$ cat src/rtl/rcs_pkg.sv
// Purpose: shared constants for the redundant reference clock switch
// Assumes: references are slow against mclk (many mclk cycles per period)
// Notes:   ratio code table and limits are fixed here
package rcs_pkg;
    localparam int          PER_W      = 16;       // period and phase counter width
    localparam int          BANK_N     = 6;        // outputs per bank
    localparam int          RATIO_W    = 4;        // ratio select width
    localparam int          HALF_BIT   = 3;        // ratio bit: bank two at half rate
    localparam logic [2:0]  MISS_LIMIT = 3'h4;     // other-ref edges without own edge
    localparam logic [15:0] SLEW_STEP  = 16'h0004; // largest phase fix per ref edge
    localparam logic [15:0] PERIOD_RST = 16'h0100; // period guess before first measure
    localparam logic [15:0] PERIOD_MIN = 16'h0010; // shorter periods are ignored
    localparam logic        ACTIVE_RST = 1'b0;     // first reference after reset
    localparam logic [2:0]  CODE_X1    = 3'h0;
    localparam logic [2:0]  CODE_X2    = 3'h1;
    localparam logic [2:0]  CODE_X3    = 3'h2;
    localparam logic [2:0]  CODE_X4    = 3'h3;
    localparam logic [2:0]  CODE_X8    = 3'h4;

    // multiplication factor for a ratio code; unused codes fall back to one
    function automatic logic [3:0] rcs_mult(input logic [2:0] code);
        case (code)
            CODE_X2: rcs_mult = 4'h2;
            CODE_X3: rcs_mult = 4'h3;
            CODE_X4: rcs_mult = 4'h4;
            CODE_X8: rcs_mult = 4'h8;
            default: rcs_mult = 4'h1;
        endcase
    endfunction
endpackage

$ cat src/rtl/rcs_clock_switch.sv
// Purpose: redundant reference clock switch and digital clock multiplier
// Assumes: references and control pins are asynchronous to mclk
// Notes:   outputs are mclk-sampled approximations of the multiplied clocks
`timescale 1ns/1ps
module rcs_clock_switch (
    input  wire logic                        mclk,
    input  wire logic                        sys_rst,
    input  wire logic                        ce,
    input  wire logic                        ref_in_first,
    input  wire logic                        ref_in_second,
    input  wire logic                        ref_select,
    input  wire logic                        switch_mode_select,
    input  wire logic                        alarm_reset_n,
    input  wire logic                        bypass_select,
    input  wire logic [rcs_pkg::RATIO_W-1:0] ratio_select,
    input  wire logic                        output_disable_reset,
    output logic      [rcs_pkg::BANK_N-1:0]  bank_one_outputs,
    output logic      [rcs_pkg::BANK_N-1:0]  bank_two_outputs,
    output logic                             bank_oe,
    output logic                             feedback_out,
    output logic                             fail_flag_first_n,
    output logic                             fail_flag_second_n,
    output logic                             active_ref_indicator
);
    localparam int SW = 7 + rcs_pkg::RATIO_W; // seven single pins plus ratio

    logic [SW-1:0] pins;
    logic [SW-1:0] pins_s;
    logic          ref1_s;
    logic          ref2_s;
    logic          sel_s;
    logic          mode_s;
    logic          alarm_s;
    logic          byp_s;
    logic          dis_s;
    logic [3:0]    ratio_s;
    logic          rst_int;
    logic          rise1;
    logic          rise2;
    logic          fail1;
    logic          fail2;
    logic          alarm_prev;
    logic          alarm_shot;
    logic          auto_en;
    logic          active_fail;
    logic          other_fail;
    logic          next_active;
    logic          sel_lvl;
    logic          sel_rise;

    ////////////////////////////////////////////////////////////////////////
    // pin synchronisation; disable and alarm reset travel inverted so that a
    // flushed synchroniser reads them as disable asserted and alarm reset idle
    assign pins = {ratio_select, ~output_disable_reset, bypass_select, ~alarm_reset_n,
                   switch_mode_select, ref_select, ref_in_second, ref_in_first};

    rcs_sync #(
        .W (SW)
    ) u_sync (
        .mclk    (mclk),
        .sys_rst (sys_rst),
        .ce      (ce),
        .d       (pins),
        .q       (pins_s)
    );

    // unpack synchronised pins
    // the two inverted pins are turned back to their pin polarity here
    assign ref1_s  = pins_s[0];
    assign ref2_s  = pins_s[1];
    assign sel_s   = pins_s[2];
    assign mode_s  = pins_s[3];
    assign alarm_s = ~pins_s[4];
    assign byp_s   = pins_s[5];
    assign dis_s   = ~pins_s[6];
    assign ratio_s = pins_s[SW-1:7];
    assign rst_int = sys_rst | dis_s;

    ////////////////////////////////////////////////////////////////////////
    // reference monitors, each counting edges of the other
    rcs_ref_monitor u_mon_first (
        .mclk      (mclk),
        .rst       (rst_int),
        .ce        (ce),
        .own_ref   (ref1_s),
        .other_ref (ref2_s),
        .own_rise  (rise1),
        .fail      (fail1)
    );

    rcs_ref_monitor u_mon_second (
        .mclk      (mclk),
        .rst       (rst_int),
        .ce        (ce),
        .own_ref   (ref2_s),
        .other_ref (ref1_s),
        .own_rise  (rise2),
        .fail      (fail2)
    );

    ////////////////////////////////////////////////////////////////////////
    // reference selection
    assign alarm_shot  = alarm_prev & ~alarm_s;
    assign auto_en     = mode_s & ~byp_s;
    assign active_fail = active_ref_indicator ? fail2 : fail1;
    assign other_fail  = active_ref_indicator ? fail1 : fail2;
    assign next_active = (alarm_shot || !auto_en) ? sel_s :
                         (active_fail && !other_fail) ? ~active_ref_indicator :
                         active_ref_indicator;
    assign sel_lvl     = active_ref_indicator ? ref2_s : ref1_s;
    assign sel_rise    = active_ref_indicator ? rise2 : rise1;

    // active reference, alarm edge and sticky active-low flags; failure beats clear
    always_ff @(posedge mclk) begin
        if (rst_int) begin
            active_ref_indicator <= rcs_pkg::ACTIVE_RST;
            alarm_prev           <= 1'b1;
            fail_flag_first_n    <= 1'b1;
            fail_flag_second_n   <= 1'b1;
        end else if (ce) begin
            active_ref_indicator <= next_active;
            alarm_prev           <= alarm_s;
            if (fail1) begin
                fail_flag_first_n <= 1'b0;
            end else if (alarm_shot) begin
                fail_flag_first_n <= 1'b1;
            end
            if (fail2) begin
                fail_flag_second_n <= 1'b0;
            end else if (alarm_shot) begin
                fail_flag_second_n <= 1'b1;
            end
        end
    end

    ////////////////////////////////////////////////////////////////////////
    // period measurement and phase tracking of the selected reference
    logic [15:0] per_cnt;
    logic [15:0] period;
    logic [15:0] phase;
    logic [15:0] next_phase;
    logic [15:0] ph_inc;
    logic [15:0] gap;
    logic        early;
    logic        wrap;

    assign ph_inc = phase + 16'h0001;
    assign gap    = period - phase;
    assign early  = phase < {1'b0, period[15:1]};
    // at a reference edge the phase moves at most one step toward zero
    assign next_phase = !sel_rise ? ((ph_inc >= period) ? 16'h0000 : ph_inc) :
                        early ? ((phase <= rcs_pkg::SLEW_STEP) ? 16'h0000 :
                                 phase - rcs_pkg::SLEW_STEP) :
                        (gap <= rcs_pkg::SLEW_STEP) ? 16'h0000 : phase + rcs_pkg::SLEW_STEP;
    assign wrap   = (next_phase == 16'h0000) && (phase != 16'h0000);

    // period counter and phase counter
    always_ff @(posedge mclk) begin
        if (rst_int) begin
            per_cnt <= 16'h0000;
            period  <= rcs_pkg::PERIOD_RST;
            phase   <= 16'h0000;
        end else if (ce) begin
            phase <= next_phase;
            if (sel_rise) begin
                per_cnt <= 16'h0000;
                if (ph_inc_ok(per_cnt)) begin
                    period <= per_cnt + 16'h0001;
                end
            end else if (per_cnt != 16'hFFFF) begin
                per_cnt <= per_cnt + 16'h0001;
            end
        end
    end

    // accept only plausible periods
    function automatic logic ph_inc_ok(input logic [15:0] cnt);
        ph_inc_ok = (cnt >= rcs_pkg::PERIOD_MIN) && (cnt != 16'hFFFF);
    endfunction

    ////////////////////////////////////////////////////////////////////////
    // multiplied clock: accumulator toggles 2*mult times per reference period
    logic [3:0]  mult;
    logic [16:0] acc_sum;
    logic [15:0] acc;
    logic        fast;
    logic        half;
    logic        half_mode;

    assign mult      = rcs_pkg::rcs_mult(ratio_s[2:0]);
    assign acc_sum   = {1'b0, acc} + {12'h000, mult, 1'b0};
    assign half_mode = ratio_s[rcs_pkg::HALF_BIT];

    // fast restarts high on each phase wrap; half only follows fast edges
    always_ff @(posedge mclk) begin
        if (rst_int) begin
            acc  <= 16'h0000;
            fast <= 1'b1;
            half <= 1'b1;
        end else if (ce) begin
            if (wrap) begin
                acc  <= 16'h0000;
                fast <= 1'b1;
                if (!fast) begin
                    half <= ~half;
                end
            end else if (acc_sum >= {1'b0, period}) begin
                acc  <= acc_sum[15:0] - period;
                fast <= ~fast;
                if (!fast) begin
                    half <= ~half;
                end
            end else begin
                acc <= acc_sum[15:0];
            end
        end
    end

    ////////////////////////////////////////////////////////////////////////
    // output stage: bypass passes the reference, disable tristates the banks
    logic bank_a;
    logic bank_b;

    assign bank_a = byp_s ? sel_lvl : fast;
    assign bank_b = byp_s ? sel_lvl : (half_mode ? half : fast);

    // registered outputs; the feedback copy has no enable of its own
    always_ff @(posedge mclk) begin
        if (rst_int) begin
            bank_one_outputs <= '0;
            bank_two_outputs <= '0;
            bank_oe          <= 1'b0;
            feedback_out     <= 1'b0;
        end else if (ce) begin
            bank_one_outputs <= {rcs_pkg::BANK_N{bank_a}};
            bank_two_outputs <= {rcs_pkg::BANK_N{bank_b}};
            bank_oe          <= 1'b1;
            feedback_out     <= bank_a;
        end
    end

    ////////////////////////////////////////////////////////////////////////
    // checks
    a_disable_tristate: assert property (@(posedge mclk) disable iff (sys_rst)
        dis_s |=> !bank_oe && fail_flag_first_n && fail_flag_second_n)
        else $error("banks driven while disabled");
    a_flag_first_set: assert property (@(posedge mclk) disable iff (rst_int)
        ce && fail1 |=> !fail_flag_first_n) else $error("first alarm not raised");
    a_flag_second_set: assert property (@(posedge mclk) disable iff (rst_int)
        ce && fail2 |=> !fail_flag_second_n) else $error("second alarm not raised");
    // flags stay low until the alarm one-shot or a reset
    a_flag_first_hold: assert property (@(posedge mclk) disable iff (rst_int)
        ce && !fail_flag_first_n && !alarm_shot |=> !fail_flag_first_n)
        else $error("first alarm dropped without reset");
    a_flag_second_hold: assert property (@(posedge mclk) disable iff (rst_int)
        ce && !fail_flag_second_n && !alarm_shot |=> !fail_flag_second_n)
        else $error("second alarm dropped without reset");
    a_oe_release: assert property (@(posedge mclk) disable iff (rst_int)
        ce |=> bank_oe)
        else $error("banks not driven after disable released");
    a_alarm_oneshot: assert property (@(posedge mclk) disable iff (rst_int)
        ce && alarm_shot && !fail1 && !fail2 |=> fail_flag_first_n && fail_flag_second_n
        && active_ref_indicator == $past(sel_s)) else $error("alarm reset had no effect");
    a_manual_follow: assert property (@(posedge mclk) disable iff (rst_int)
        ce && !auto_en |=> active_ref_indicator == $past(sel_s)) else $error("manual select ignored");
    a_auto_switch: assert property (@(posedge mclk) disable iff (rst_int)
        ce && auto_en && !alarm_shot && active_fail && !other_fail
        |=> active_ref_indicator != $past(active_ref_indicator)) else $error("no failover");
    a_auto_hold: assert property (@(posedge mclk) disable iff (rst_int)
        ce && auto_en && !alarm_shot && !active_fail |=> $stable(active_ref_indicator))
        else $error("reference changed without failure");
    a_bypass_pass: assert property (@(posedge mclk) disable iff (rst_int)
        ce && byp_s |=> bank_one_outputs[0] == $past(sel_lvl) && bank_two_outputs[0] == $past(sel_lvl))
        else $error("bypass not passing reference");
    a_bank_same: assert property (@(posedge mclk) disable iff (rst_int)
        ce && !half_mode |=> bank_two_outputs == bank_one_outputs) else $error("banks differ at full rate");
    a_wrap_edge: assert property (@(posedge mclk) disable iff (rst_int)
        ce && wrap && !byp_s |=> ##1 bank_one_outputs[0] && feedback_out) else $error("wrap not aligned");

    c_failover: cover property (@(posedge mclk) disable iff (rst_int)
        auto_en && active_fail && !other_fail ##1 $changed(active_ref_indicator));
    c_alarm_reset: cover property (@(posedge mclk) disable iff (rst_int) alarm_shot);
    c_bypass: cover property (@(posedge mclk) disable iff (rst_int) byp_s && sel_rise);
    c_half_rate: cover property (@(posedge mclk) disable iff (rst_int) half_mode && $rose(bank_two_outputs[0]));
endmodule

$ cat src/rtl/rcs_ref_monitor.sv
// Purpose: missing-edge watchdog for one reference
// Assumes: both inputs already synchronised
// Notes:   failure is a live level; it drops at the next own edge
`timescale 1ns/1ps
module rcs_ref_monitor (
    input  wire logic mclk,
    input  wire logic rst,
    input  wire logic ce,
    input  wire logic own_ref,
    input  wire logic other_ref,
    output logic      own_rise,
    output logic      fail
);
    logic       own_prev;
    logic       other_prev;
    logic [2:0] miss_cnt;
    logic       other_rise;

    // edge detection on synchronised levels
    assign own_rise   = own_ref & ~own_prev;
    assign other_rise = other_ref & ~other_prev;
    assign fail       = (miss_cnt == rcs_pkg::MISS_LIMIT);

    // count other-reference edges since our last edge
    always_ff @(posedge mclk) begin
        if (rst) begin
            own_prev   <= own_ref;   // no false edge at release
            other_prev <= other_ref;
            miss_cnt   <= 3'h0;
        end else if (ce) begin
            own_prev   <= own_ref;
            other_prev <= other_ref;
            if (own_rise) begin
                miss_cnt <= 3'h0;
            end else if (other_rise && !fail) begin
                miss_cnt <= miss_cnt + 3'h1;
            end
        end
    end

    a_miss_clear: assert property (@(posedge mclk) disable iff (rst)
        ce && own_rise |=> !fail) else $error("monitor stays failed after own edge");
    a_miss_count: assert property (@(posedge mclk) disable iff (rst)
        ce && other_rise && !own_rise && miss_cnt == 3'h3 |=> fail)
        else $error("monitor missed the failure limit");
    c_fail_seen: cover property (@(posedge mclk) disable iff (rst) $rose(fail));
endmodule

$ cat src/rtl/rcs_sync.sv
// Purpose: two-stage synchroniser for a bus of pin inputs
// Assumes: bits are independent levels
// Notes:   first stage is read only by the second
`timescale 1ns/1ps
module rcs_sync #(
    parameter int W = 1
) (
    input  wire logic         mclk,
    input  wire logic         sys_rst,
    input  wire logic         ce,
    input  wire logic [W-1:0] d,
    output logic      [W-1:0] q
);
    logic [W-1:0] meta;

    // two flops in series
    always_ff @(posedge mclk) begin
        if (sys_rst) begin
            meta <= '0;
            q    <= '0;
        end else if (ce) begin
            meta <= d;
            q    <= meta;
        end
    end
endmodule

$ cat config.mk
export PLATFORM = sky130hd
export DESIGN_NAME = rcs_clock_switch
export DESIGN_NICKNAME = d
export VERILOG_FILES = /design/src/rtl/rcs_pkg.sv /design/src/rtl/rcs_clock_switch.sv /design/src/rtl/rcs_ref_monitor.sv /design/src/rtl/rcs_sync.sv
export SDC_FILE = /design/constraint.sdc
export NUM_CORES = 1
export LEC_CHECK = 0
export BUFFER_PORTS_ARGS = -buffer_cell sky130_fd_sc_hd__buf_4
export CORE_ASPECT_RATIO = 0.5
export CORE_MARGIN = 10
export CORE_UTILIZATION = 44
export CTS_CLUSTER_DIAMETER = 150
export DETAILED_ROUTE_END_ITERATION = 6
export REMOVE_ABC_BUFFERS = 1
export SYNTH_ARGS = -nofsm -noshare
export SYNTH_HDL_FRONTEND = slang
export SYNTH_SLANG_ARGS = --single-unit
$ cat constraint.sdc
create_clock -name mclk -period 5.9 [get_ports mclk]
set_clock_uncertainty 0.1 [all_clocks]
set_input_delay 0.295 -clock mclk [delete_from_list [all_inputs] [get_ports mclk]]
set_output_delay 0.295 -clock mclk [all_outputs]
set_load 0.05 [all_outputs]
-- Yosys cells after proc, flatten, opt, wreduce, memory -nomap -nowiden
Cells that the tools add are included.
- flip-flop bits (word level): 104
- bits of input ports: 14
- output and inout bits: 17
- word-level logic and storage cells: 120
- add/sub/neg operators: 9
- magnitude comparators: 6
- equality and inequality tests: 7
- muxes and demuxes: 35
- bitwise operators: 15
- reduce and logical (&&, ||, !) cells: 28
- operator list (kind ; number):
    16-bit two-way mux ; 9
    16-bit by 1-bit adder with 16-bit output, second input constant ; 2
    16-bit by 3-bit less-or-equal comparator with 1-bit output, second input constant ; 2
    16-bit subtractor ; 2
    1-bit two-way mux ; 21
    16-bit by 5-bit adder with 17-bit output ; 1
    17-bit by 16-bit >= comparator with 1-bit output ; 1
    16-bit by 3-bit adder with 16-bit output, second input constant ; 1
    16-bit >= comparator ; 1
    16-bit by 5-bit >= comparator with 1-bit output, second input constant ; 1
    16-bit logical NOT ; 1
    16-bit by 15-bit less-than comparator with 1-bit output ; 1
    16-bit != test, second input constant ; 1
    4-bit case mux with 4 select lines ; 1
    16-bit nonzero test ; 1
    2-bit nonzero test ; 8
    16-bit by 3-bit subtractor with 16-bit output, second input constant ; 1
    2-bit AND reduction ; 7
    3-bit two-way mux ; 4
    1-bit inverter ; 10
    3-bit equality test, second input constant ; 3
    3-bit by 1-bit adder with 3-bit output, second input constant ; 2
    3-bit by 2-bit equality test with 1-bit output, second input constant ; 2
    1-bit logical AND ; 5
    other kinds (6) ; 12

-- Longest topological paths before layout
- depth in word-level cells: 9
- gate-level depth with buffers: 23
- depth with buffers taken out: 22

-- Modules after synthesis
From an unflattened synthesis, not the netlist that was laid out.
- cell total of the unflattened synthesis: 1128
- area, all modules: 8848.5 sq um
- modules (own cells, without submodules) (module ; instances ; cells each ; area each (sq um) ; seq. area each (sq um)):
    rcs_clock_switch ; 1 ; 997 ; 7478.4 ; 1461.4
    rcs_sync ; 1 ; 71 ; 802.0 ; 440.4
    rcs_ref_monitor ; 2 ; 30 ; 284.0 ; 120.1

-- Worst setup path after synthesis
OpenSTA, ideal clock, no wires.
- path type: reg-to-reg
- from: register u_sync.q[9]
- to: register acc[13]
- library setup time: 121 ps
- data arrival time: 4186 ps
- data required time: 5679 ps
- path slack: 1492 ps
- cell stages (with the launch flop): 20
- path buffers: 1
- period minus slack after synthesis: 4408 ps
- cell sequence: dfxtp_1 -> inv_1 -> nor3_1 -> a21oi_1 -> ha_1 -> a21o_1 -> a21oi_1 -> nor2b_1 -> o21ai_0 -> nor2_1 -> xor2_1 -> ha_1 -> and2_1 -> a31o_2 -> o31ai_1 -> o221ai_1 -> nor2_2 -> clkbuf_1 -> mux2i_1 -> o22ai_1
- word-level cells in the longest chain between the ends: 6
- elaborated cells on any way between the ends: 10
- those cells by class: 2 x add/sub; 1 x order compare; 4 x eq/ne; 3 x mux
- RTL lines (what ; line ; RTL):
    start: declaration ; rcs_sync.sv:12 ; output logic [W-1:0] q
    start signal: assignment ; rcs_sync.sv:23 ; q <= meta;
    3-bit equality test, or another cell as far along ; rcs_pkg.sv:22 ; case (code)
    4-bit case mux with 4 select lines (*) ; rcs_pkg.sv:22 ;
    16-bit by 5-bit adder with 17-bit output (*) ; rcs_clock_switch.sv:191 ; assign acc_sum = {1'b0, acc} + {12'h000, mult, 1'b0};
    16-bit subtractor or 17-bit by 16-bit >= comparator with 1-bit output (tied branches) ; rcs_clock_switch.sv:208, rcs_clock_switch.sv:207 ;
    16-bit two-way mux (*) ; rcs_clock_switch.sv:207 ; end else if (acc_sum >= {1'b0, period}) begin
    16-bit two-way mux (*) ; rcs_clock_switch.sv:201 ; if (wrap) begin
    end signal: assignment ; rcs_clock_switch.sv:208 ; acc <= acc_sum[15:0] - period;
    end signal: assignment ; rcs_clock_switch.sv:214 ; acc <= acc_sum[15:0];
    end: declaration ; rcs_clock_switch.sv:185 ; logic [15:0] acc;
Every way passes the cells marked *; elsewhere a longest branch is shown, timed or not.
A chain may end at the register's enable or synchronous reset.

-- Worst setup path in the final report
- from: register phase[3]
- to: register acc[2]
- word-level cells in the longest chain between the ends: 8
- elaborated cells on any way between the ends: 17
- those cells by class: 4 x add/sub; 4 x order compare; 6 x mux; 3 x reduce/logical
- RTL lines (what ; line ; RTL):
    start: declaration ; rcs_clock_switch.sv:140 ; logic [15:0] phase;
    start signal: assignment ; rcs_clock_switch.sv:164 ; phase <= next_phase;
    16-bit subtractor ; rcs_clock_switch.sv:148 ; assign gap = period - phase;
    16-bit by 3-bit less-or-equal comparator with 1-bit output ; rcs_clock_switch.sv:154 ; (gap <= rcs_pkg::SLEW_STEP) ? 16'h0000 : phase + rcs_pkg::SLEW_STEP;
    16-bit two-way mux ; rcs_clock_switch.sv:154 ;
    16-bit two-way mux ; rcs_clock_switch.sv:152 ; early ? ((phase <= rcs_pkg::SLEW_STEP) ? 16'h0000 :
    16-bit two-way mux ; rcs_clock_switch.sv:151 ; assign next_phase = !sel_rise ? ((ph_inc >= period) ? 16'h0000 : ph_inc) :
    16-bit logical NOT ; rcs_clock_switch.sv:155 ; assign wrap = (next_phase == 16'h0000) && (phase != 16'h0000);
    1-bit logical AND (*) ; rcs_clock_switch.sv:155 ;
    16-bit two-way mux (*) ; rcs_clock_switch.sv:201 ;
Marks and branches as above.

==> flow_metrics.tcl <==
set metrics [dict create \
    yosys.area_share.simple 0.235 \
    synthFlopType "dfxtp_1" \
    root_buffer "clkbuf_16" \
    synth-edff-count 2 \
    grt_pass1_wl_mm 39.7 \
    cp-end-kind "register" \
    grt_remaining_overflow 0 \
    synth.distinct_cells 78 \
    synth_fa_ha_area_frac 0.120 \
    reg2regPathDepth 15 \
    nNetsFinal 1185 \
    ys_top_cells_by_area "dfxtp_1 24%, ha_1 11%, nor2_1 6.5%, xnor2_1 5.6%, a21oi_1 4.6%" \
    clock_sinks 103 \
    timing.final.ws_setup_ns 0.528 \
    swShare 0.256 \
    pwr-share-seq 0.490 \
    antenna_found_initial 0 \
    critPathLaunch "phase[3]" \
    num_io_pins 31 \
    synthArstFlopShare 0 \
    ant_nets 0 \
    cts_setup_buffers 0 \
    fmax_mhz 186 \
    synth_compound_area_frac 0.221 \
    hold_buffers 0 \
    p_sw_uw 372 \
    drc 0 \
    grtUsageTotal 0.187 \
    maxCapViolations 0 \
    synth_most_common_cell "nor2_1" \
    yosysWarnings 0 \
    timing.rr.start "phase[3]" \
    syn_avg_cell_area_sq_um 7.70 \
    yosysTopAreaCell "dfxtp_1" \
    post_cts_resized 0 \
    multi_input_area_sq_um 5870 \
    endpoint "acc[2]" \
    synth_top_family_by_area "simple AND/OR/NAND/NOR gates" \
    path_class "register to register" \
    period_needed_ns 5.37 \
    vias 8135 \
    cts_tree "yes" \
    grt_max_degree 70 \
    dp_hpwl_mm 18.9 \
    slew_headroom 0.237 \
    synthMuxAreaShare 0.0404 \
    synth.top_cell.area_share 0.238 \
    dpl_worst_slack_ns 0.738 \
    synth_area_sq_um 8490 \
    crit_required_ns 6.02 \
    critPathLaunchType "register" \
    p_leak_nw 3.66 \
    hold_path_class "input pin to register" \
    grt_pass1_vias 7419 \
    antenna_cells 0 \
    run_status "finished clean" \
    synthCells 1103 \
    synth_xor_area_frac 0.0722 \
    clkPwrFrac 0.435 \
    rsz0062_at_grt "false" \
    drt_iter0_drc 984 \
    portBuffers 30 \
    drive_above_1_share 0.0803 \
    vdd_drop_max_mv 0.142 \
    arrival_ns 5.49 \
    dieArea_sq_um 25600 \
    synthTopCellsByCount "146 x nor2_1, 101 x dfxtp_1, 78 x a21oi_1" \
    r2r_slack_ns 0.53 \
    cellPowerDensity_nw_per_um2 159 \
    slew_violations 0 \
    nFillCells 1870 \
    design.core.area_sq_um 18700 \
    firstDrtPassIters 5 \
    pwr-share-comb 0.075 \
    vias_per_cell 6.00 \
    ys_seq_area_frac 0.245 \
    die_w_um 216 \
    routed_wirelength_mm 24.9 \
    final_hold_viol_count 0 \
    tightest_slew_ns 1.14 \
    yosys_register_bits 103 \
    row_count 35 \
    seqCellArea_sq_um 2080 \
    reg2reg_to "acc[2]" \
    clkTransAtPathRegs_ns 0.07 \
    internal-power_mw 1.08 \
    insertion_delay_ns 0.36 \
    areaGrowthSynthToFinish_pct 7.69 \
    setup_violations 0 \
    routedWlPerCell_um 18.4 \
    clockBufferDepth 2 \
    h-tree-depth 3 \
    gp_congestion 0.969 \
    cts_buffers 9 \
    finalCritPeriodShare 0.910 \
    initial_core_util 0.455 \
    setup_total_negative_slack_ns 0 \
    fp.dieH_um 118 \
    path_max_fanout 15 \
]
## cells by family after synthesis
kind of cell    Yosys count
compound gates          292
mux                      34
flops                   103
xor+xnor                 70
buf+inv                 125
simple gates            399
fa+ha+maj                80
## cell type report
cell class / count / share of cell area
Multi-Input combinational cell: 875 / 0.642
Inverter: 55 / 0.0226
Tap cell: 259 / 0.0354
Clock buffer: 9 / 0.0246
Sequential cell: 103 / 0.228
Timing Repair Buffer: 47 / 0.0386
Clock inverter: 7 / 0.00903
## metrics by stage
stage | power [mW] | instance area (sq um) | hold WS (ns) | utilization | cells
finish | 1.45 | 9150 | 0.0103 | 0.490 | 1355
detailed placement | 0.836 | 8840 | 0.357 | 0.474 | 1339
global placement | 0.834 | 8840 | 0.346 | 0.474 | 1339
CTS | 1.46 | 9150 | 0.00820 | 0.490 | 1355
floorplan | 0.792 | 8140 | 0.267 | - | 1033
global route | 1.51 | 9150 | 0.00757 | 0.490 | 1355
## registers in the layout (all words and copies together), names as in the netlist
register,cells
acc,16
per_cnt,16
period,16
phase,16
u_sync.meta,11
u_sync.q,11
u_mon_first.miss_cnt,3
u_mon_second.miss_cnt,3
active_ref_indicator,1
alarm_prev,1
bank_oe,1
bank_two_outputs,1
fail_flag_first_n,1
fail_flag_second_n,1
fast,1
feedback_out,1
half,1
u_mon_first.own_prev,1
u_mon_second.own_prev,1
## power by group through the flow
stage               registers (mW)  clock network (mW)  logic [mW]
floorplan                    0.732                   0      0.0604
global placement             0.728                   0       0.106
detailed placement           0.728                   0       0.108
CTS                          0.712               0.645       0.108
global route                 0.713               0.674       0.120
finish                       0.712               0.633       0.109
## per-layer routing
| layer | wire length, um | share of wire | track usage |
|---|---|---|---|
| met1 | 11900 | 0.48 | 0.267 |
| met2 | 10400 | 0.42 | 0.274 |
| met3 | 2080 | 0.084 | 0.0418 |
| met4 | 440 | 0.018 | 0.0512 |
| met5 | 0 | 0 | 0 |
## cells in the final DEF (no fill, tap or decap), drive strengths merged, types with 5 or more instances in the layout
cell type	synthesis	final
nor3	29	29
inv	55	57
nor2b	11	11
a21oi	78	78
a22oi	6	6
a211oi	24	24
buf	34	47
and3	21	21
nand3b	12	12
nor4	21	21
or3	9	9
xor2	16	16
nor2	148	148
ha	77	77
and4	7	7
a21o	18	18
and2	5	5
dfxtp	101	101
o31ai	7	7
o31a	5	5
xnor2	54	54
o221ai	5	5
o211ai	10	10
nand3	27	27
clkbuf	36	9
nand2b	9	9
a2111oi	5	5
nand2	69	69
a31oi	15	15
nand4	20	20
o21ai	72	72
o22ai	9	9
mux2i	32	32
## worst min-delay path by stage
stage,start,to,slack [ns],cells after the start
final,alarm_reset_n,u_sync.meta[4],0.01,2
after global routing,alarm_reset_n,u_sync.meta[4],0.008,2
after CTS,alarm_reset_n,u_sync.meta[4],0.008,2
after detailed placement,bank_oe,bank_oe,0.36,2
after global placement,bank_oe,bank_oe,0.35,2
after floorplan,sys_rst,u_sync.meta[0],0.27,1
## worst max-delay path, cell delays in order, from the launching register on
cell	delay, ns
dfxtp_1	0.41
ha_1	0.39
and3_1	0.24
nand2_1	0.15
nor4_1	0.49
xnor2_1	0.19
ha_1	0.31
nand4_1	0.12
nor4_1	0.32
o41ai_1	0.18
nand2_1	0.40
o21ai_0	0.18
a2111oi_1	0.56
o2111ai_2	0.36
o211ai_2	0.64
o21ai_0	0.21
Power figures use the tool's default switching activity.
